## src/design/lmfc_align_pkg.sv

```systemverilog
// constants, register map and carrier types of the lmfc alignment block
package lmfc_align_pkg;
    localparam logic [7:0] ADDR_LINK_CHECKS = 8'h30;
    localparam logic [7:0] ADDR_ERR_WINDOW = 8'h34;
    localparam logic [7:0] ADDR_LAST_ERR_LOW = 8'h38;
    localparam logic [7:0] ADDR_LAST_ERR_HIGH = 8'h39;
    localparam logic [7:0] ADDR_CONTROL = 8'h3A;
    localparam logic [7:0] ADDR_STATUS = 8'h3B;

    localparam int CHK_SUBCLASS_BIT = 1;
    localparam int CHK_INTERP_BIT = 0;
    localparam int CTL_ENABLE_BIT = 7;
    localparam int CTL_ARM_BIT = 6;
    localparam int CTL_CLR_STICKY_BIT = 5;
    localparam int CTL_CLR_LAST_BIT = 4;
    localparam int LAST_UNDER_BIT = 7;
    localparam int LAST_OVER_BIT = 6;
    localparam int STS_BUSY_BIT = 7;
    localparam int STS_LOCK_BIT = 3;
    localparam int STS_ROTATE_BIT = 2;
    localparam int STS_WLIM_BIT = 1;
    localparam int STS_TRIP_BIT = 0;

    localparam logic [7:0] CONTROL_RESET = 8'h00;
    localparam logic [1:0] WINDOW_RESET = 2'h0;
    localparam logic [7:0] READ_ZERO = 8'h00;

    localparam logic [3:0] MODE_ONE_SHOT = 4'h1;
    localparam logic [3:0] MODE_CONTINUOUS = 4'h2;
    localparam logic [3:0] MODE_MONITOR = 4'h8;
    localparam logic [3:0] MODE_ONE_SHOT_MONITOR = 4'h9;

    // local multiframe period in dac clock cycles
    localparam logic [3:0] LMFC_LAST = 4'hF;
    localparam logic [3:0] LMFC_AFTER_ALIGN = 4'h1;

    typedef enum logic [1:0] {
        ST_IDLE = 2'b00,
        ST_WAIT = 2'b01,
        ST_ADJUST = 2'b10,
        ST_MONITOR = 2'b11
    } align_state_t;

    typedef struct packed {
        logic enable;
        logic arm;
        logic clr_sticky;
        logic clr_last;
        logic [3:0] mode;
    } sync_ctrl_t;

    typedef struct packed {
        logic [7:0] addr;
        logic wr;
        logic [7:0] wdata;
    } reg_req_t;
endpackage : lmfc_align_pkg

```

## src/design/lmfc_sysref_phase_align.sv

```systemverilog
// lmfc to sysref phase alignment with configuration checks and sync status
`timescale 1ns/1ps
`default_nettype none
module lmfc_sysref_phase_align
    import lmfc_align_pkg::*;
(
    input wire logic core_clk,
    input wire logic sys_rst,
    input wire lmfc_align_pkg::reg_req_t reg_req,
    output logic [7:0] reg_rdata,
    input wire logic sysref,
    input wire logic [2:0] link_subclass,
    input wire logic [3:0] interp_factor,
    output logic lmfc_pulse,
    output logic align_busy
);
    import lmfc_align_pkg::*;

    // registered state
    sync_ctrl_t ctrl_r, ctrl_nxt;
    logic [1:0] phase_tolerance_window_r, phase_tolerance_window_nxt;
    logic [3:0] last_phase_error_r, last_phase_error_nxt;
    logic last_error_below_flag_r, last_error_below_flag_nxt;
    logic last_error_above_flag_r, last_error_above_flag_nxt;
    logic align_rotated_sticky_r, align_rotated_sticky_nxt;
    logic align_tripped_sticky_r, align_tripped_sticky_nxt;
    logic lock_r, lock_nxt;
    logic wlim_r, wlim_nxt;
    logic bad_interp_factor_flag_r, bad_interp_factor_flag_nxt;
    logic bad_subclass_flag_r, bad_subclass_flag_nxt;
    logic armed_r, armed_nxt;
    align_state_t state_r, state_nxt;
    logic [3:0] lmfc_cnt_r, lmfc_cnt_nxt;
    logic [3:0] meas_err_r, meas_err_nxt;
    logic [2:0] sysref_sync_r, sysref_sync_nxt;
    logic sysref_level_r, sysref_level_nxt;
    logic [7:0] rdata_r, rdata_nxt;
    logic lmfc_pulse_r, lmfc_pulse_nxt;
    logic busy_r, busy_nxt;

    // decoded helpers
    logic ctrl_wr;
    sync_ctrl_t ctrl_wdata;
    logic sticky_clear_strobe;
    logic last_error_clear_strobe;
    logic align_arm_strobe;
    logic sysref_rise;
    logic signed [4:0] err_s;
    logic signed [4:0] win_s;
    logic err_below;
    logic err_above;
    logic win_wr;
    logic out_of_window;

    assign ctrl_wr = reg_req.wr && (reg_req.addr == ADDR_CONTROL);
    assign ctrl_wdata = sync_ctrl_t'(reg_req.wdata);
    assign win_wr = reg_req.wr && (reg_req.addr == ADDR_ERR_WINDOW);
    // rising edges of written control bits act once
    assign sticky_clear_strobe = ctrl_wr && ctrl_wdata.clr_sticky && !ctrl_r.clr_sticky;
    assign last_error_clear_strobe = ctrl_wr && ctrl_wdata.clr_last && !ctrl_r.clr_last;
    assign align_arm_strobe = ctrl_wr && ctrl_wdata.arm && !ctrl_r.arm;
    assign sysref_rise = sysref_level_r == 1'b0 && sysref_sync_r[1] == sysref_sync_r[2]
        && sysref_sync_r[2] == 1'b1;
    // lmfc count wraps at 16, so the phase reads directly as signed four bits
    assign err_s = {meas_err_r[3], meas_err_r};
    assign win_s = {3'b000, phase_tolerance_window_r};
    assign err_below = err_s < -win_s;
    assign err_above = err_s > win_s;
    assign out_of_window = err_below || err_above;

    // register file and status next values
    always_comb
    begin
        ctrl_nxt = ctrl_r;
        phase_tolerance_window_nxt = phase_tolerance_window_r;
        rdata_nxt = READ_ZERO;
        if (ctrl_wr)
        begin
            ctrl_nxt = ctrl_wdata;
        end
        if (win_wr)
        begin
            phase_tolerance_window_nxt = reg_req.wdata[1:0];
        end
        bad_subclass_flag_nxt = link_subclass > 3'h1;
        bad_interp_factor_flag_nxt = !(interp_factor == 4'h1 || interp_factor == 4'h2
            || interp_factor == 4'h4 || interp_factor == 4'h8);
        unique case (reg_req.addr)
            ADDR_LINK_CHECKS:
            begin
                rdata_nxt[CHK_SUBCLASS_BIT] = bad_subclass_flag_r;
                rdata_nxt[CHK_INTERP_BIT] = bad_interp_factor_flag_r;
            end
            ADDR_ERR_WINDOW:
            begin
                rdata_nxt[1:0] = phase_tolerance_window_r;
            end
            ADDR_LAST_ERR_LOW:
            begin
                rdata_nxt[3:0] = last_phase_error_r;
            end
            ADDR_LAST_ERR_HIGH:
            begin
                rdata_nxt[LAST_UNDER_BIT] = last_error_below_flag_r;
                rdata_nxt[LAST_OVER_BIT] = last_error_above_flag_r;
            end
            ADDR_CONTROL:
            begin
                rdata_nxt = ctrl_r;
            end
            ADDR_STATUS:
            begin
                rdata_nxt[STS_BUSY_BIT] = busy_r;
                rdata_nxt[STS_LOCK_BIT] = lock_r;
                rdata_nxt[STS_ROTATE_BIT] = align_rotated_sticky_r;
                rdata_nxt[STS_WLIM_BIT] = wlim_r;
                rdata_nxt[STS_TRIP_BIT] = align_tripped_sticky_r;
            end
            default:
            begin
                rdata_nxt = READ_ZERO;
            end
        endcase
    end

    // sysref synchroniser; only stages two and three are compared
    // a glitch of one edge never reaches the filtered level
    always_comb
    begin
        sysref_sync_nxt = {sysref_sync_r[1:0], sysref};
        sysref_level_nxt = sysref_level_r;
        if (sysref_sync_r[1] == sysref_sync_r[2])
        begin
            sysref_level_nxt = sysref_sync_r[2];
        end
    end

    // alignment machine
    always_comb
    begin
        state_nxt = state_r;
        armed_nxt = armed_r;
        meas_err_nxt = meas_err_r;
        lmfc_cnt_nxt = (lmfc_cnt_r == LMFC_LAST) ? 4'h0 : lmfc_cnt_r + 4'h1;
        lmfc_pulse_nxt = lmfc_cnt_nxt == 4'h0;
        last_phase_error_nxt = last_phase_error_r;
        last_error_below_flag_nxt = last_error_below_flag_r;
        last_error_above_flag_nxt = last_error_above_flag_r;
        align_rotated_sticky_nxt = align_rotated_sticky_r;
        align_tripped_sticky_nxt = align_tripped_sticky_r;
        lock_nxt = lock_r;
        wlim_nxt = wlim_r;
        // clears first so a same-cycle hardware set wins
        if (sticky_clear_strobe)
        begin
            align_rotated_sticky_nxt = 1'b0;
            align_tripped_sticky_nxt = 1'b0;
        end
        if (last_error_clear_strobe)
        begin
            last_phase_error_nxt = 4'h0;
            last_error_below_flag_nxt = 1'b0;
            last_error_above_flag_nxt = 1'b0;
        end
        // arm written together with enable is dropped: enable must lead
        if (align_arm_strobe)
        begin
            armed_nxt = 1'b1;
        end
        if (!ctrl_r.enable)
        begin
            state_nxt = ST_IDLE;
            armed_nxt = 1'b0;
        end
        else
        begin
            unique case (state_r)
                ST_IDLE:
                begin
                    if (armed_r || ctrl_r.mode == MODE_MONITOR)
                    begin
                        state_nxt = ST_WAIT;
                    end
                end
                ST_WAIT:
                begin
                    if (sysref_rise)
                    begin
                        meas_err_nxt = lmfc_cnt_r;
                        align_tripped_sticky_nxt = armed_r ? 1'b1 : align_tripped_sticky_nxt;
                        armed_nxt = 1'b0;
                        state_nxt = ST_ADJUST;
                    end
                end
                ST_ADJUST:
                begin
                    // lock and outside-window follow every measurement, monitor included
                    wlim_nxt = out_of_window;
                    lock_nxt = !out_of_window;
                    if (out_of_window && ctrl_r.mode != MODE_MONITOR)
                    begin
                        // measurement was taken one cycle ago: keep the counter on phase
                        lmfc_cnt_nxt = LMFC_AFTER_ALIGN + 4'h1;
                        lmfc_pulse_nxt = 1'b0;
                        last_phase_error_nxt = meas_err_r;
                        last_error_below_flag_nxt = err_below;
                        last_error_above_flag_nxt = err_above;
                        align_rotated_sticky_nxt = 1'b1;
                    end
                    unique case (ctrl_r.mode)
                        MODE_CONTINUOUS: state_nxt = ST_WAIT;
                        MODE_MONITOR: state_nxt = ST_MONITOR;
                        MODE_ONE_SHOT_MONITOR: state_nxt = ST_MONITOR;
                        default: state_nxt = ST_IDLE;
                    endcase
                end
                ST_MONITOR:
                begin
                    // watch only here; in one-shot monitor mode the following adjust still rotates the counter
                    if (sysref_rise)
                    begin
                        meas_err_nxt = lmfc_cnt_r;
                        state_nxt = ST_ADJUST;
                    end
                end
            endcase
            if (ctrl_r.mode == MODE_MONITOR && state_r == ST_ADJUST)
            begin
                state_nxt = ST_MONITOR;
            end
        end
        busy_nxt = state_nxt == ST_WAIT || state_nxt == ST_ADJUST;
    end

    always_ff @(posedge core_clk or posedge sys_rst)
    begin
        if (sys_rst)
        begin
            // status bits idle low, so a reset reads as no event
            ctrl_r <= CONTROL_RESET;
            phase_tolerance_window_r <= WINDOW_RESET;
            last_phase_error_r <= 4'h0;
            last_error_below_flag_r <= 1'b0;
            last_error_above_flag_r <= 1'b0;
            align_rotated_sticky_r <= 1'b0;
            align_tripped_sticky_r <= 1'b0;
            lock_r <= 1'b0;
            wlim_r <= 1'b0;
            bad_interp_factor_flag_r <= 1'b0;
            bad_subclass_flag_r <= 1'b0;
            armed_r <= 1'b0;
            state_r <= ST_IDLE;
            lmfc_cnt_r <= 4'h0;
            meas_err_r <= 4'h0;
            sysref_sync_r <= 3'b000;
            sysref_level_r <= 1'b0;
            rdata_r <= READ_ZERO;
            lmfc_pulse_r <= 1'b0;
            busy_r <= 1'b0;
        end
        else
        begin
            ctrl_r <= ctrl_nxt;
            phase_tolerance_window_r <= phase_tolerance_window_nxt;
            last_phase_error_r <= last_phase_error_nxt;
            last_error_below_flag_r <= last_error_below_flag_nxt;
            last_error_above_flag_r <= last_error_above_flag_nxt;
            align_rotated_sticky_r <= align_rotated_sticky_nxt;
            align_tripped_sticky_r <= align_tripped_sticky_nxt;
            lock_r <= lock_nxt;
            wlim_r <= wlim_nxt;
            bad_interp_factor_flag_r <= bad_interp_factor_flag_nxt;
            bad_subclass_flag_r <= bad_subclass_flag_nxt;
            armed_r <= armed_nxt;
            state_r <= state_nxt;
            lmfc_cnt_r <= lmfc_cnt_nxt;
            meas_err_r <= meas_err_nxt;
            sysref_sync_r <= sysref_sync_nxt;
            sysref_level_r <= sysref_level_nxt;
            rdata_r <= rdata_nxt;
            lmfc_pulse_r <= lmfc_pulse_nxt;
            busy_r <= busy_nxt;
        end
    end

    // outputs come straight from their flops
    assign reg_rdata = rdata_r;
    assign lmfc_pulse = lmfc_pulse_r;
    assign align_busy = busy_r;
endmodule : lmfc_sysref_phase_align
`default_nettype wire

```

## config.mk

```make
export PLATFORM = sky130hd
export DESIGN_NAME = lmfc_sysref_phase_align
export DESIGN_NICKNAME = d
export VERILOG_FILES = /design/src/design/lmfc_align_pkg.sv /design/src/design/lmfc_sysref_phase_align.sv
export SDC_FILE = /design/constraint.sdc
export NUM_CORES = 1
export LEC_CHECK = 0
export BUFFER_PORTS_ARGS = -buffer_cell sky130_fd_sc_hd__buf_2
export CORE_MARGIN = 4
export CORE_UTILIZATION = 25
export CTS_CLUSTER_DIAMETER = 60
export DETAILED_ROUTE_END_ITERATION = 6
export PLACE_DENSITY = 0.38
export SLEW_MARGIN = 5
export SYNTH_ARGS = -nofsm -noshare
export SYNTH_HDL_FRONTEND = slang
export SYNTH_SLANG_ARGS = --single-unit
```

## constraint.sdc

```tcl
create_clock -name core_clk -period 7.18 [get_ports core_clk]
set_clock_uncertainty 0.2 [all_clocks]
set_input_delay 2.154 -clock core_clk [delete_from_list [all_inputs] [get_ports core_clk]]
set_output_delay 2.154 -clock core_clk [all_outputs]
set_load 0.02 [all_outputs]
```

* Word level (Yosys, flattened, before mapping) *
Cells that the tools add are included.

storage, ports and cells
  output and inout port bits = 10
  memories kept = 0
  bits in read-only memories = 0
  word-level logic and storage cells = 123
  register bits after elaboration = 47
  bits in writable memories = 0
  bits in latches = 0
  input port bits = 27

cells by class
  eq/ne operators = 21
  bitwise gates (word level) = 1
  add/sub/neg operators = 2
  reduce and logical (&&, ||, !) cells = 29
  divide/modulo/power cells = 0
  multiplexer cells = 43
  multiply operators = 0
  order comparisons = 3
  shifts and indexed selects = 0

operator list
  operator                                                                         number
  8-bit by 6-bit equality test with 1-bit output, second input constant            6
  4-bit two-way mux                                                                8
  1-bit two-way mux                                                                24
  4-bit equality test, second input constant                                       4
  1-bit logical AND                                                                12
  2-bit one-hot mux with 3 select lines                                            2
  2-bit two-way mux                                                                5
  2-bit one-hot mux with 5 select lines                                            1
  4-bit by 2-bit equality test with 1-bit output, second input constant            2
  2-bit equality test, second input constant                                       3
  1-bit logical OR                                                                 6
  1-bit logical NOT                                                                5
  4-bit by 5-bit < comparator with 1-bit output                                    1
  2-bit negator with 5-bit output                                                  1
  4-bit by 1-bit adder with 4-bit output, second input constant                    1
  2-bit by 1-bit equality test with 1-bit output, second input constant            2
  4-bit by 1-bit equality test with 1-bit output, second input constant            1
  4-bit by 3-bit equality test with 1-bit output, second input constant            1
  4-bit by 3-bit greater-than comparator with 1-bit output                         1
  4-bit logical NOT                                                                1
  4-bit != test, second input constant                                             1
  2-bit one-hot mux with 2 select lines                                            1
  2-bit OR reduction                                                               2
  3-bit by 1-bit greater-than comparator with 1-bit output, second input constant  1
  other kinds (7)                                                                  7

* Depth between registers and ports, before layout *
Gate-level depths: netlist of run 1.

  depth after elaboration = 9
  gate-level depth with buffers = 9
  gate-level depth less buffers = 8

* Worst setup path before layout of run 1 *
Ideal clock, no wire load.

  path kind = input-to-reg
  start point = input reg_req[15] (netlist name)
  end point = register last_error_above_flag_r
  cell stages on the path = 5
  data required time = 6.858 ns
  buffers on the path = 1
  setup time = 0.122 ns
  setup slack = 3.563 ns
  arrival = 3.295 ns
  cells stage by stage = and4bb_2 -> nand4_1 -> or3b_1 -> buf_2 -> a32o_1

between the ends
  longest elaborated chain between the ends = 8

RTL lines
  item                                                RTL line                        RTL
  start: declaration                                  lmfc_sysref_phase_align.sv:9    input wire lmfc_align_pkg::reg_req_t reg_req,
  8-bit by 6-bit equality test with 1-bit output (*)  lmfc_sysref_phase_align.sv:55   assign ctrl_wr = reg_req.wr && (reg_req.addr == ADDR_CONTROL);
  1-bit logical AND (*)                               lmfc_sysref_phase_align.sv:55
  1-bit logical AND (*) (2 in series)                 lmfc_sysref_phase_align.sv:60   assign last_error_clear_strobe = ctrl_wr && ctrl_wdata.clr_last && !ctrl_r.clr_last;
  1-bit two-way mux (*)                               lmfc_sysref_phase_align.sv:159  if (last_error_clear_strobe)
  1-bit two-way mux                                   lmfc_sysref_phase_align.sv:200  if (out_of_window && ctrl_r.mode != MODE_MONITOR)
  1-bit two-way mux                                   lmfc_sysref_phase_align.sv:177  unique case (state_r)
  1-bit two-way mux (*)                               lmfc_sysref_phase_align.sv:170  if (!ctrl_r.enable)
  via last_error_above_flag_nxt                       lmfc_sysref_phase_align.sv:24   logic last_error_above_flag_r, last_error_above_flag_nxt;
  end signal: assignment                              lmfc_sysref_phase_align.sv:267  last_error_above_flag_r <= last_error_above_flag_nxt;
  end: declaration                                    lmfc_sysref_phase_align.sv:24

Mark *: on every way through the listed nets, which the timed path passes. The rest lies on a longest branch.
A chain may end at the register's enable or synchronous reset.

* Worst setup path in the final report of run 1 *
  start point = input reg_req[10] (netlist name)
  end point = register last_error_above_flag_r

The elaborated chain is that of the path after synthesis.

==> results_dict.tcl, run 1 <==
set metrics [dict create \
    antenna_found_initial 0 \
    ys_types 43 \
    p_leak_nw 1.21 \
    slew_viol_final 0 \
    num_vias 1512 \
    layout_min_cycle_time_ns 4.13 \
    hold_viol 0 \
    cts_tree "done" \
    ios 37 \
    hold_class "reg -> reg" \
    firstDrtPassIters 4 \
    dpl_cell_area_um2 2460 \
    yosys_warnings 0 \
    n_antenna_cell 0 \
    worst_setup_path_end_kind "flop" \
    final_nets 263 \
    r2r-end "last_phase_error_r[0]" \
    r2r-start "phase_tolerance_window_r[0]" \
    synth_seq_area_share_pct 53.8 \
    grt_pass1_vias 1520 \
    power_density_nw_per_um2 188 \
    cts_sinks 47 \
    dieHeight_um 101 \
    hold_start "sysref_sync_r[0]" \
    tns_ns 0 \
    min_period_over_period_pct 57.5 \
    timing.fmax_ghz 0.242 \
    crit_arrival_ns 4.12 \
    setup_violations 0 \
    nFillCells 896 \
    die_w_um 101 \
    synthArstFlopShare_pct 100 \
    htreeDepth 2 \
    clock_latency_ns 0.30 \
    rsz0062_at_grt "no" \
    port_buffers 35 \
    relSlewSlack_pct 31.3 \
    r2r_cells 8 \
    cp.required_ns 7.17 \
    grt_usage_pct 9.87 \
    synth-seq-cells 47 \
    postSynthAreaPerCell_um2 11.3 \
    fin_area_um2 2560 \
    synth.top_cell.area_share_pct 53.8 \
    dp_hpwl_um 3510 \
    cts_root_buffer "clkbuf_8" \
    clk_pin_slew_worst_paths_ns 0.09 \
    critPathSlowestCell "or3b_1" \
    drtIter0Drc 20 \
    ctsResizeCount 0 \
    ys.flop_type "dfrtp_1" \
    routed_via_density 4.50 \
    ys_top_cells_by_area "dfrtp_1 (54%), mux2_2 (7.7%), mux2i_1 (5.0%), ha_1 (3.4%), nand2_1 (2.9%)" \
    syn_area_um2 2180 \
    dieArea_um2 10300 \
    crit_end "last_error_above_flag_r" \
    cp_cell_sequence "buf_2 -> and2b_1 -> nand4_1 -> or3b_1 -> a32o_1" \
    critPathMaxFanout 12 \
    row_count 33 \
    synth_edf_count 0 \
    grt-ovfl-total 0 \
    status "finished, final reports clean" \
    grt_max_degree 48 \
    vdd_drop_max_mv 0.0678 \
    ctsHoldBuffers 0 \
    setup.worst_path.start "reg_req[10]" \
    drv_cap 0 \
    core_area_um2 8340 \
    grt_pass1_wl_um 7800 \
    syn_nets 226 \
    drc_errors 0 \
    reg2reg_slack_ns 4.41 \
    worstSetupPathType "in -> reg" \
    cts_setup_buffers 0 \
    wl_per_cell_um 14.0 \
    synthCells 193 \
    cts_buffer_depth 2 \
    routed_wl_um 4710 \
    cpPeakStageDelay_ns 0.67 \
    gp_congestion 0.688 \
    yosysTopAreaCell "dfrtp_1" \
    start_util_pct 26.2 \
    area_delta_synth_final_pct 17.1 \
    drive_gt1_share_pct 26.8 \
    numCtsBuffers 5 \
    start_kind "input pin" \
    max_slew.worst_pin.slew_ns 1.03 \
    postRouteAntennaNets 0 \
]
-- cell usage after synthesis (all sizes together), types with 3 or more instances --
cell    count
dfrtp      47
nand2      17
mux2       15
nor2       15
inv        12
mux2i      11
ha          6
o21ai       6
a21oi       5
a31oi       4
nand3b      4
nor3        4
a21o        3
buf         3
nor2b       3
nor3b       3
-- worst min-delay path by stage --
| stage | end | slack, ns | cells after the start |
|---|---|---|---|
| 2_1_floorplan | sysref_sync_r[1] | 0.13 | 0 |
| 3_3_place_gp | sysref_sync_r[1] | 0.13 | 0 |
| 3_5_place_dp | sysref_sync_r[1] | 0.13 | 0 |
| 4_1_cts | sysref_sync_r[1] | 0.16 | 0 |
| 5_1_grt | sysref_sync_r[1] | 0.18 | 0 |
| 6_report | sysref_sync_r[1] | 0.15 | 0 |
-- worst max-delay path, delay by kind of cell --
| kind | cells | cell delay (ns) |
|---|---|---|
| buf+inv | 1 | 0.24 |
| compound gates | 1 | 0.31 |
| simple gates | 3 | 1.41 |
-- layout make-up --
class,count,area [um2],area share [%]
clock inverters,1,8.76,0.342
repair buffers,35,175,6.85
inverters,12,45.0,1.76
clock buffers,7,86.3,3.38
well taps,105,131,5.14
flip-flops and latches,47,1180,46.0
multi-input cells,129,935,36.5
-- through the flow --
step	power (mW)	cells	setup slack, ns	hold slack, ns	util (%)
after floorplan	0.301	193	3.56	0.131	-
after global placement	0.316	328	2.67	0.135	29.5
after detailed placement	0.317	328	2.69	0.135	29.5
after CTS	0.493	336	3.02	0.156	30.7
after global routing	0.508	336	2.92	0.185	30.7
final	0.481	336	3.05	0.154	30.7
-- per-layer routing --
layer | GRT usage, % | vias up | wire (um)
li1 | - | 758 | -
met1 | 13.4 | 715 | 2290
met2 | 15.2 | 34 | 2090
met3 | 2.55 | 5 | 278
met4 | 3.37 | 0 | 56
met5 | 0 | - | 0
-- cell families (layout without fill, tap and decap cells) --
kind of cell             Yosys count  after routing  share of synthesized area, %
multiplexers                      26             26                          12.8
adder cells (fa/ha/maj)            7              7                          3.89
AND/OR/NAND/NOR                   62             62                          15.1
XOR/XNOR                           2              2                         0.802
AO/OA/AOI/OAI                     32             32                          10.2
flip-flops                        47             47                          53.8
buffers and inverters             17             55                          3.38
-- placed cells by master (no fill, tap or decap), types with 4 or more instances in the layout --
cell       n
buf_2     35
o21ai_0    6
dfrtp_1   47
nand3b_1   4
mux2_2    15
nor3_1     4
mux2i_1   11
a31oi_1    4
nand2_1   17
clkbuf_8   6
ha_1       6
inv_1     11
nor2_1    15
a21oi_1    5
-- sequential cells by signal (all words and copies together), names as in the netlist, 2 cells and up --
| register | count |
|---|---|
| state_r | 2 |
| lmfc_cnt_r | 4 |
| reg_rdata | 8 |
| sysref_sync_r | 3 |
| ctrl_r | 8 |
| last_phase_error_r | 4 |
| phase_tolerance_window_r | 2 |
| meas_err_r | 4 |
-- report_power, final --
| group | switching [mW] | internal [mW] |
|---|---|---|
| Combinational | 0.0188 | 0.0164 |
| Sequential | 0.00485 | 0.270 |
| Clock | 0.0915 | 0.0791 |
| Total | 0.115 | 0.365 |
Note: power is estimated with default switching activity, not from simulation.
==> run 2, diff against run 1 <==
Clock period 7.18 ns to 3.9 ns, I/O delays scaled along.
==> run 2 against run 1 <==
Wire length is 0.26% higher. Critical path depth grew 3. Cell count unchanged. Via count fell by 2.7%. Design area up 0.73%. Setup slack worse by 2.0 ns. Sequential share of layout area down 0.34 points. Largest cell class unchanged.
==> results_dict.tcl, run 2 (synthesis gave the netlist of run 1 again) <==
set metrics [dict create \
    grt_usage_pct 9.73 \
    grt-ovfl-total 0 \
    firstDrtPassIters 4 \
    setup_violations 0 \
    final_nets 264 \
    mostFrequentLayoutCell "dfrtp_1" \
    final_cell_mix "dfrtp_1 (47), buf_2 (35), nand2_1 (17), mux2_2 (15), nor2_1 (15)" \
    start_util_pct 26.2 \
    antenna_found_initial 0 \
    start_kind "flop" \
    power_density_nw_per_um2 360 \
    drv_cap 0 \
    port_buffers 35 \
    htreeDepth 2 \
    ios 37 \
    max_slew.worst_pin.slew_ns 1.03 \
    dp_hpwl_um 3510 \
    postRouteAntennaNets 0 \
    drc_errors 0 \
    layout_min_cycle_time_ns 2.83 \
    status "finished, final reports clean" \
    pwr-share-clk_pct 38.4 \
    seqPwrFrac_pct 54.6 \
    cts_setup_buffers 0 \
    hold_viol 0 \
    drive_gt1_share_pct 27.3 \
    ctsResizeCount 0 \
    row_count 33 \
    ctsHoldBuffers 0 \
    grt_pass1_wl_um 7670 \
    rsz0062_at_grt "no" \
    numCtsBuffers 5 \
    hold_class "reg -> reg" \
    routed_wl_um 4720 \
    worstSetupPathType "reg -> reg" \
    wl_per_cell_um 14.0 \
    cts_root_buffer "clkbuf_8" \
    core_area_um2 8340 \
    cts_sinks 47 \
    clk_pin_slew_worst_paths_ns 0.09 \
    n_antenna_cell 0 \
    p_sw_share_pct 22.9 \
    routed_via_density 4.38 \
    p_sw_mw 0.212 \
    relSlewSlack_pct 31.0 \
    grt_max_degree 48 \
    p_leak_nw 1.21 \
    crit_arrival_ns 2.85 \
    grt_pass1_vias 1512 \
    slew_viol_final 0 \
    timing.hold.ws_ns 0.156 \
    cts_buffer_depth 2 \
    cp.required_ns 3.93 \
    min_period_over_period_pct 72.5 \
    num_vias 1471 \
    p_int_mw 0.715 \
    drtIter0Drc 29 \
    gp_congestion 0.688 \
    critPathMaxFanout 10 \
    die_w_um 101 \
    timing.fmax_ghz 0.354 \
    tns_ns 0 \
    dieHeight_um 101 \
    worst_setup_path_end_kind "flop" \
    cts_tree "done" \
    area_delta_synth_final_pct 17.9 \
    dieArea_um2 10300 \
    pwr-share-comb_pct 7.0 \
    vdd_drop_max_mv 0.132 \
    clock_latency_ns 0.30 \
]
[run 2: worst max-delay path: stages (launching register included)]
cell and delay [ns]:
dfrtp_1 0.41, inv_1 0.11, ha_1 0.28, inv_1 0.03, ha_1 0.26, a21o_1 0.18, a221oi_1 0.48, o21a_1 0.55
mux2i_1 0.24
[run 2: final timing paths]
kind	cells past startpoint	start	endpoint	slack (ns)
min reg2reg	0	sysref_sync_r[0]	sysref_sync_r[1]	0.16
min in group asynchronous	2	sys_rst	sysref_sync_r[0]	0.90
max	8	phase_tolerance_window_r[1]	last_phase_error_r[1]	1.07
min	0	sysref_sync_r[0]	sysref_sync_r[1]	0.16
max reg2reg	8	phase_tolerance_window_r[1]	last_phase_error_r[1]	1.07
max in group asynchronous	2	sys_rst	state_r[1]	1.94
[run 2: power groups by stage]
| stage | Combinational [mW] | Sequential, mW | Clock [mW] |
|---|---|---|---|
| after detailed placement | 0.0670 | 0.516 | 0 |
| final | 0.0653 | 0.506 | 0.356 |
| after CTS | 0.0671 | 0.506 | 0.371 |
| after global placement | 0.0665 | 0.516 | 0 |
| after global routing | 0.0753 | 0.508 | 0.394 |
| after floorplan | 0.0421 | 0.512 | 0 |
[run 2: final cells by class]
class	count	area (um2)
Timing Repair Buffer	36	183
Clock buffer	5	68.8
Multi-Input combinational cell	129	935
Tap cell	105	131
Clock inverter	2	37.5
Inverter	12	45.0
Fill cell	894	5760
Sequential cell	47	1180
[run 2: layer usage]
metal  global-route usage, %  share of wire (%)  vias up
met4                    3.07                1.1        0
met1                    13.3                 50      687
met3                    3.10                4.7        5
li1                        -                  -      751
met5                       0                  0        -
met2                    14.6                 44       28
[run 2: metrics by stage]
stage	std cells	util, %	setup WS [ns]	power (mW)	cell area (um2)
2_1_floorplan	193	-	1.27	0.555	2180
3_3_place_gp	329	29.6	0.758	0.582	2470
5_1_grt	336	30.9	0.896	0.978	2580
4_1_cts	336	30.9	1.02	0.944	2580
6_report	336	30.9	1.07	0.927	2580
3_5_place_dp	329	29.6	0.756	0.583	2470
==> run 3, diff against run 2 <==
Settings changed: ABC_AREA set to 1.
Clock period 3.9 ns to 2.9 ns, I/O delays scaled along.
==> run 3 against run 2 <==
Hold slack is essentially flat. Global-route usage increased by 0.57 points. Synthesized area up 4.6%. Sequential share of layout area down 2.1 points. Highest routed layer unchanged. Critical endpoint is now lmfc_cnt_r[1]. Sequential cell count unchanged. Total power grew 88%. Die area grew 4.3%. Via count up 21%. Combinational power rose to 5.8 times the previous value. Wire length is 9.4% higher. Critical path type unchanged. Clock power rose by 33%. Sequential power up 76%.
==> results_dict.tcl, run 3 <==
set metrics [dict create \
    status "finished, final reports clean" \
    syn_nets 292 \
    drc_errors 0 \
    port_buffers 35 \
    tns_ns 0 \
    met3_usage_pct 2.74 \
    timing.hold.ws_ns 0.155 \
    mostFrequentLayoutCell "nand2_1" \
    cts_tree "done" \
    syn_area_um2 2290 \
    synth_seq_area_share_pct 51.5 \
    ys_types 27 \
    grt-ovfl-total 0 \
    max_slew.worst_pin.slew_ns 0.602 \
    seqPwrFrac_pct 51.1 \
    min_period_over_period_pct 78.4 \
    synthArstFlopShare_pct 100 \
    yosys-top-cells-count "nand2_1 (53), dfrtp_1 (47), inv_1 (40), nand3_1 (23), o21ai_0 (23)" \
    r2r-end "lmfc_cnt_r[1]" \
    wl_per_cell_um 12.6 \
    hold_viol 0 \
    hold_class "reg -> reg" \
    drive_gt1_share_pct 21.9 \
    dieHeight_um 104 \
    firstDrtPassIters 4 \
    postSynthAreaPerCell_um2 8.83 \
    clock_latency_ns 0.29 \
    start_util_pct 26.0 \
    htreeDepth 2 \
    r2r-start "phase_tolerance_window_r[0]" \
    reg2reg_slack_ns 0.63 \
    numCtsBuffers 5 \
    drtIter0Drc 63 \
    r2r_cells 10 \
    dp_hpwl_um 3990 \
    yosysTopAreaCell "dfrtp_1" \
    num_vias 1778 \
    cp_cell_sequence "inv_1 -> ha_1 -> inv_1 -> ha_1 -> inv_1 -> o21bai_1 -> nand2_1 -> nand3_2 -> nand2_2 -> or2_2" \
    worst_setup_path_end_kind "flop" \
    grt_pass1_vias 1795 \
    yosysMostFrequentCell "nand2_1" \
    start_kind "flop" \
    worstSetupPathType "reg -> reg" \
    critPathMostFrequentCell "inv_1" \
    n_antenna_cell 0 \
    setup.worst_path.start "phase_tolerance_window_r[0]" \
    synth-seq-cells 47 \
    ctsResizeCount 0 \
    area_delta_synth_final_pct 18.2 \
    p_int_mw 1.20 \
    crit_arrival_ns 2.26 \
    die_w_um 104 \
    routed_via_density 4.34 \
    yosys_warnings 0 \
    cts_root_buffer "clkbuf_8" \
    grt_pass1_wl_um 8870 \
    p_leak_nw 1.41 \
    pwr-share-comb_pct 21.7 \
    grt_util_met2_pct 16.2 \
    synth_edf_count 0 \
    critPathSlowestCell "dfrtp_1" \
    dieArea_um2 10700 \
    layout_min_cycle_time_ns 2.27 \
    cp_top_family "simple AND/OR/NAND/NOR gates" \
    cpPeakStageDelay_ns 0.44 \
    clk_pin_slew_worst_paths_ns 0.09 \
    hold_start "sysref_sync_r[0]" \
    path_buf_inv 3 \
    cts_setup_buffers 0 \
    ios 37 \
    final_cell_mix "nand2_1 (53), dfrtp_1 (47), inv_1 (39), buf_2 (35)" \
    postRouteAntennaNets 0 \
    routed_wl_um 5160 \
    synthCells 259 \
    p_sw_share_pct 31.4 \
    crit_end "lmfc_cnt_r[1]" \
    ys_top_cells_by_area "dfrtp_1 (51%), nand2_1 (8.7%), inv_1 (6.6%), nand3_1 (5.0%), o21ai_0 (5.0%)" \
    pwr-share-clk_pct 27.1 \
    cts_buffer_depth 2 \
    cts_sinks 47 \
    use_met1_pct 14.0 \
    drv_cap 0 \
    row_count 34 \
    antenna_found_initial 0 \
    cp.required_ns 2.89 \
    timing.fmax_ghz 0.440 \
    ys.flop_type "dfrtp_1" \
    power_density_nw_per_um2 646 \
    ctsHoldBuffers 0 \
    synth.top_cell.area_share_pct 51.5 \
    grt-busiest-layer "met2" \
    grt_usage_pct 10.3 \
    slew_viol_final 0 \
    gp_congestion 0.737 \
    vdd_drop_max_mv 0.270 \
    critPathMaxFanout 9 \
    relSlewSlack_pct 59.9 \
    setup_violations 0 \
    cp_num_cells 10 \
    p_sw_mw 0.548 \
    nFillCells 964 \
    rsz0062_at_grt "no" \
    final_nets 335 \
    core_area_um2 8810 \
    grt_max_degree 48 \
]
run 3: cell count changes after synthesis, sizes merged, moves of 4 or more:
| cell | previous run | this run |
|---|---|---|
| a31oi | 4 | 0 |
| o21ai | 6 | 27 |
| nand3 | 1 | 26 |
| nand2 | 17 | 57 |
| nand3b | 4 | 0 |
| mux2 | 15 | 0 |
| nand4 | 1 | 5 |
| mux2i | 11 | 0 |
| nor2 | 15 | 25 |
| inv | 12 | 42 |
run 3: power groups by stage:
stage	clock network, mW	logic, mW	registers [mW]
3_3_place_gp	0	0.387	0.908
2_1_floorplan	0	0.287	0.882
4_1_cts	0.494	0.393	0.898
5_1_grt	0.521	0.465	0.917
3_5_place_dp	0	0.390	0.911
6_report	0.474	0.380	0.893
run 3: logic make-up after synthesis:
kind of cell | synth area share, %
DFF | 51.5
xor gates and xnor gates | 0.383
buffers and inverters | 7.39
and+or+nand+nor | 28.0
adders and majority gates | 3.72
AOI/OAI and AO/OA | 9.09
run 3: through the flow:
step | std cells | util [%] | total power, mW | setup slack [ns] | area, um2
final | 410 | 30.7 | 1.75 | 0.628 | 2700
after global routing | 410 | 30.7 | 1.90 | 0.441 | 2700
after CTS | 410 | 30.7 | 1.78 | 0.583 | 2700
after detailed placement | 403 | 29.5 | 1.30 | 0.569 | 2600
after global placement | 403 | 29.5 | 1.30 | 0.581 | 2600
after floorplan | 259 | - | 1.17 | 0.714 | 2290
run 3: cell type report:
type	count	area, um2	area share [%]
inverters	42	158	5.83
clock inverters	1	30.0	1.11
multi-input cells	169	941	34.8
repair buffers	37	190	7.04
well taps	108	135	5.00
flip-flops and latches	47	1180	43.5
clock buffers	6	72.6	2.69
run 3: worst min path at each step:
stage	end	slack [ns]	depth (start not counted)
floorplan	sysref_sync_r[1]	0.13	0
global placement	sysref_sync_r[1]	0.14	0
detailed placement	sysref_sync_r[1]	0.14	0
CTS	sysref_sync_r[1]	0.16	0
global route	sysref_sync_r[1]	0.18	0
finish	sysref_sync_r[1]	0.16	0
run 3: metal layers:
layer / up-vias / part of all wire, %
met4: 0 / 0.72
met3: 2 / 4.7
li1: 918 / -
met1: 822 / 50
met2: 36 / 45
met5: - / 0
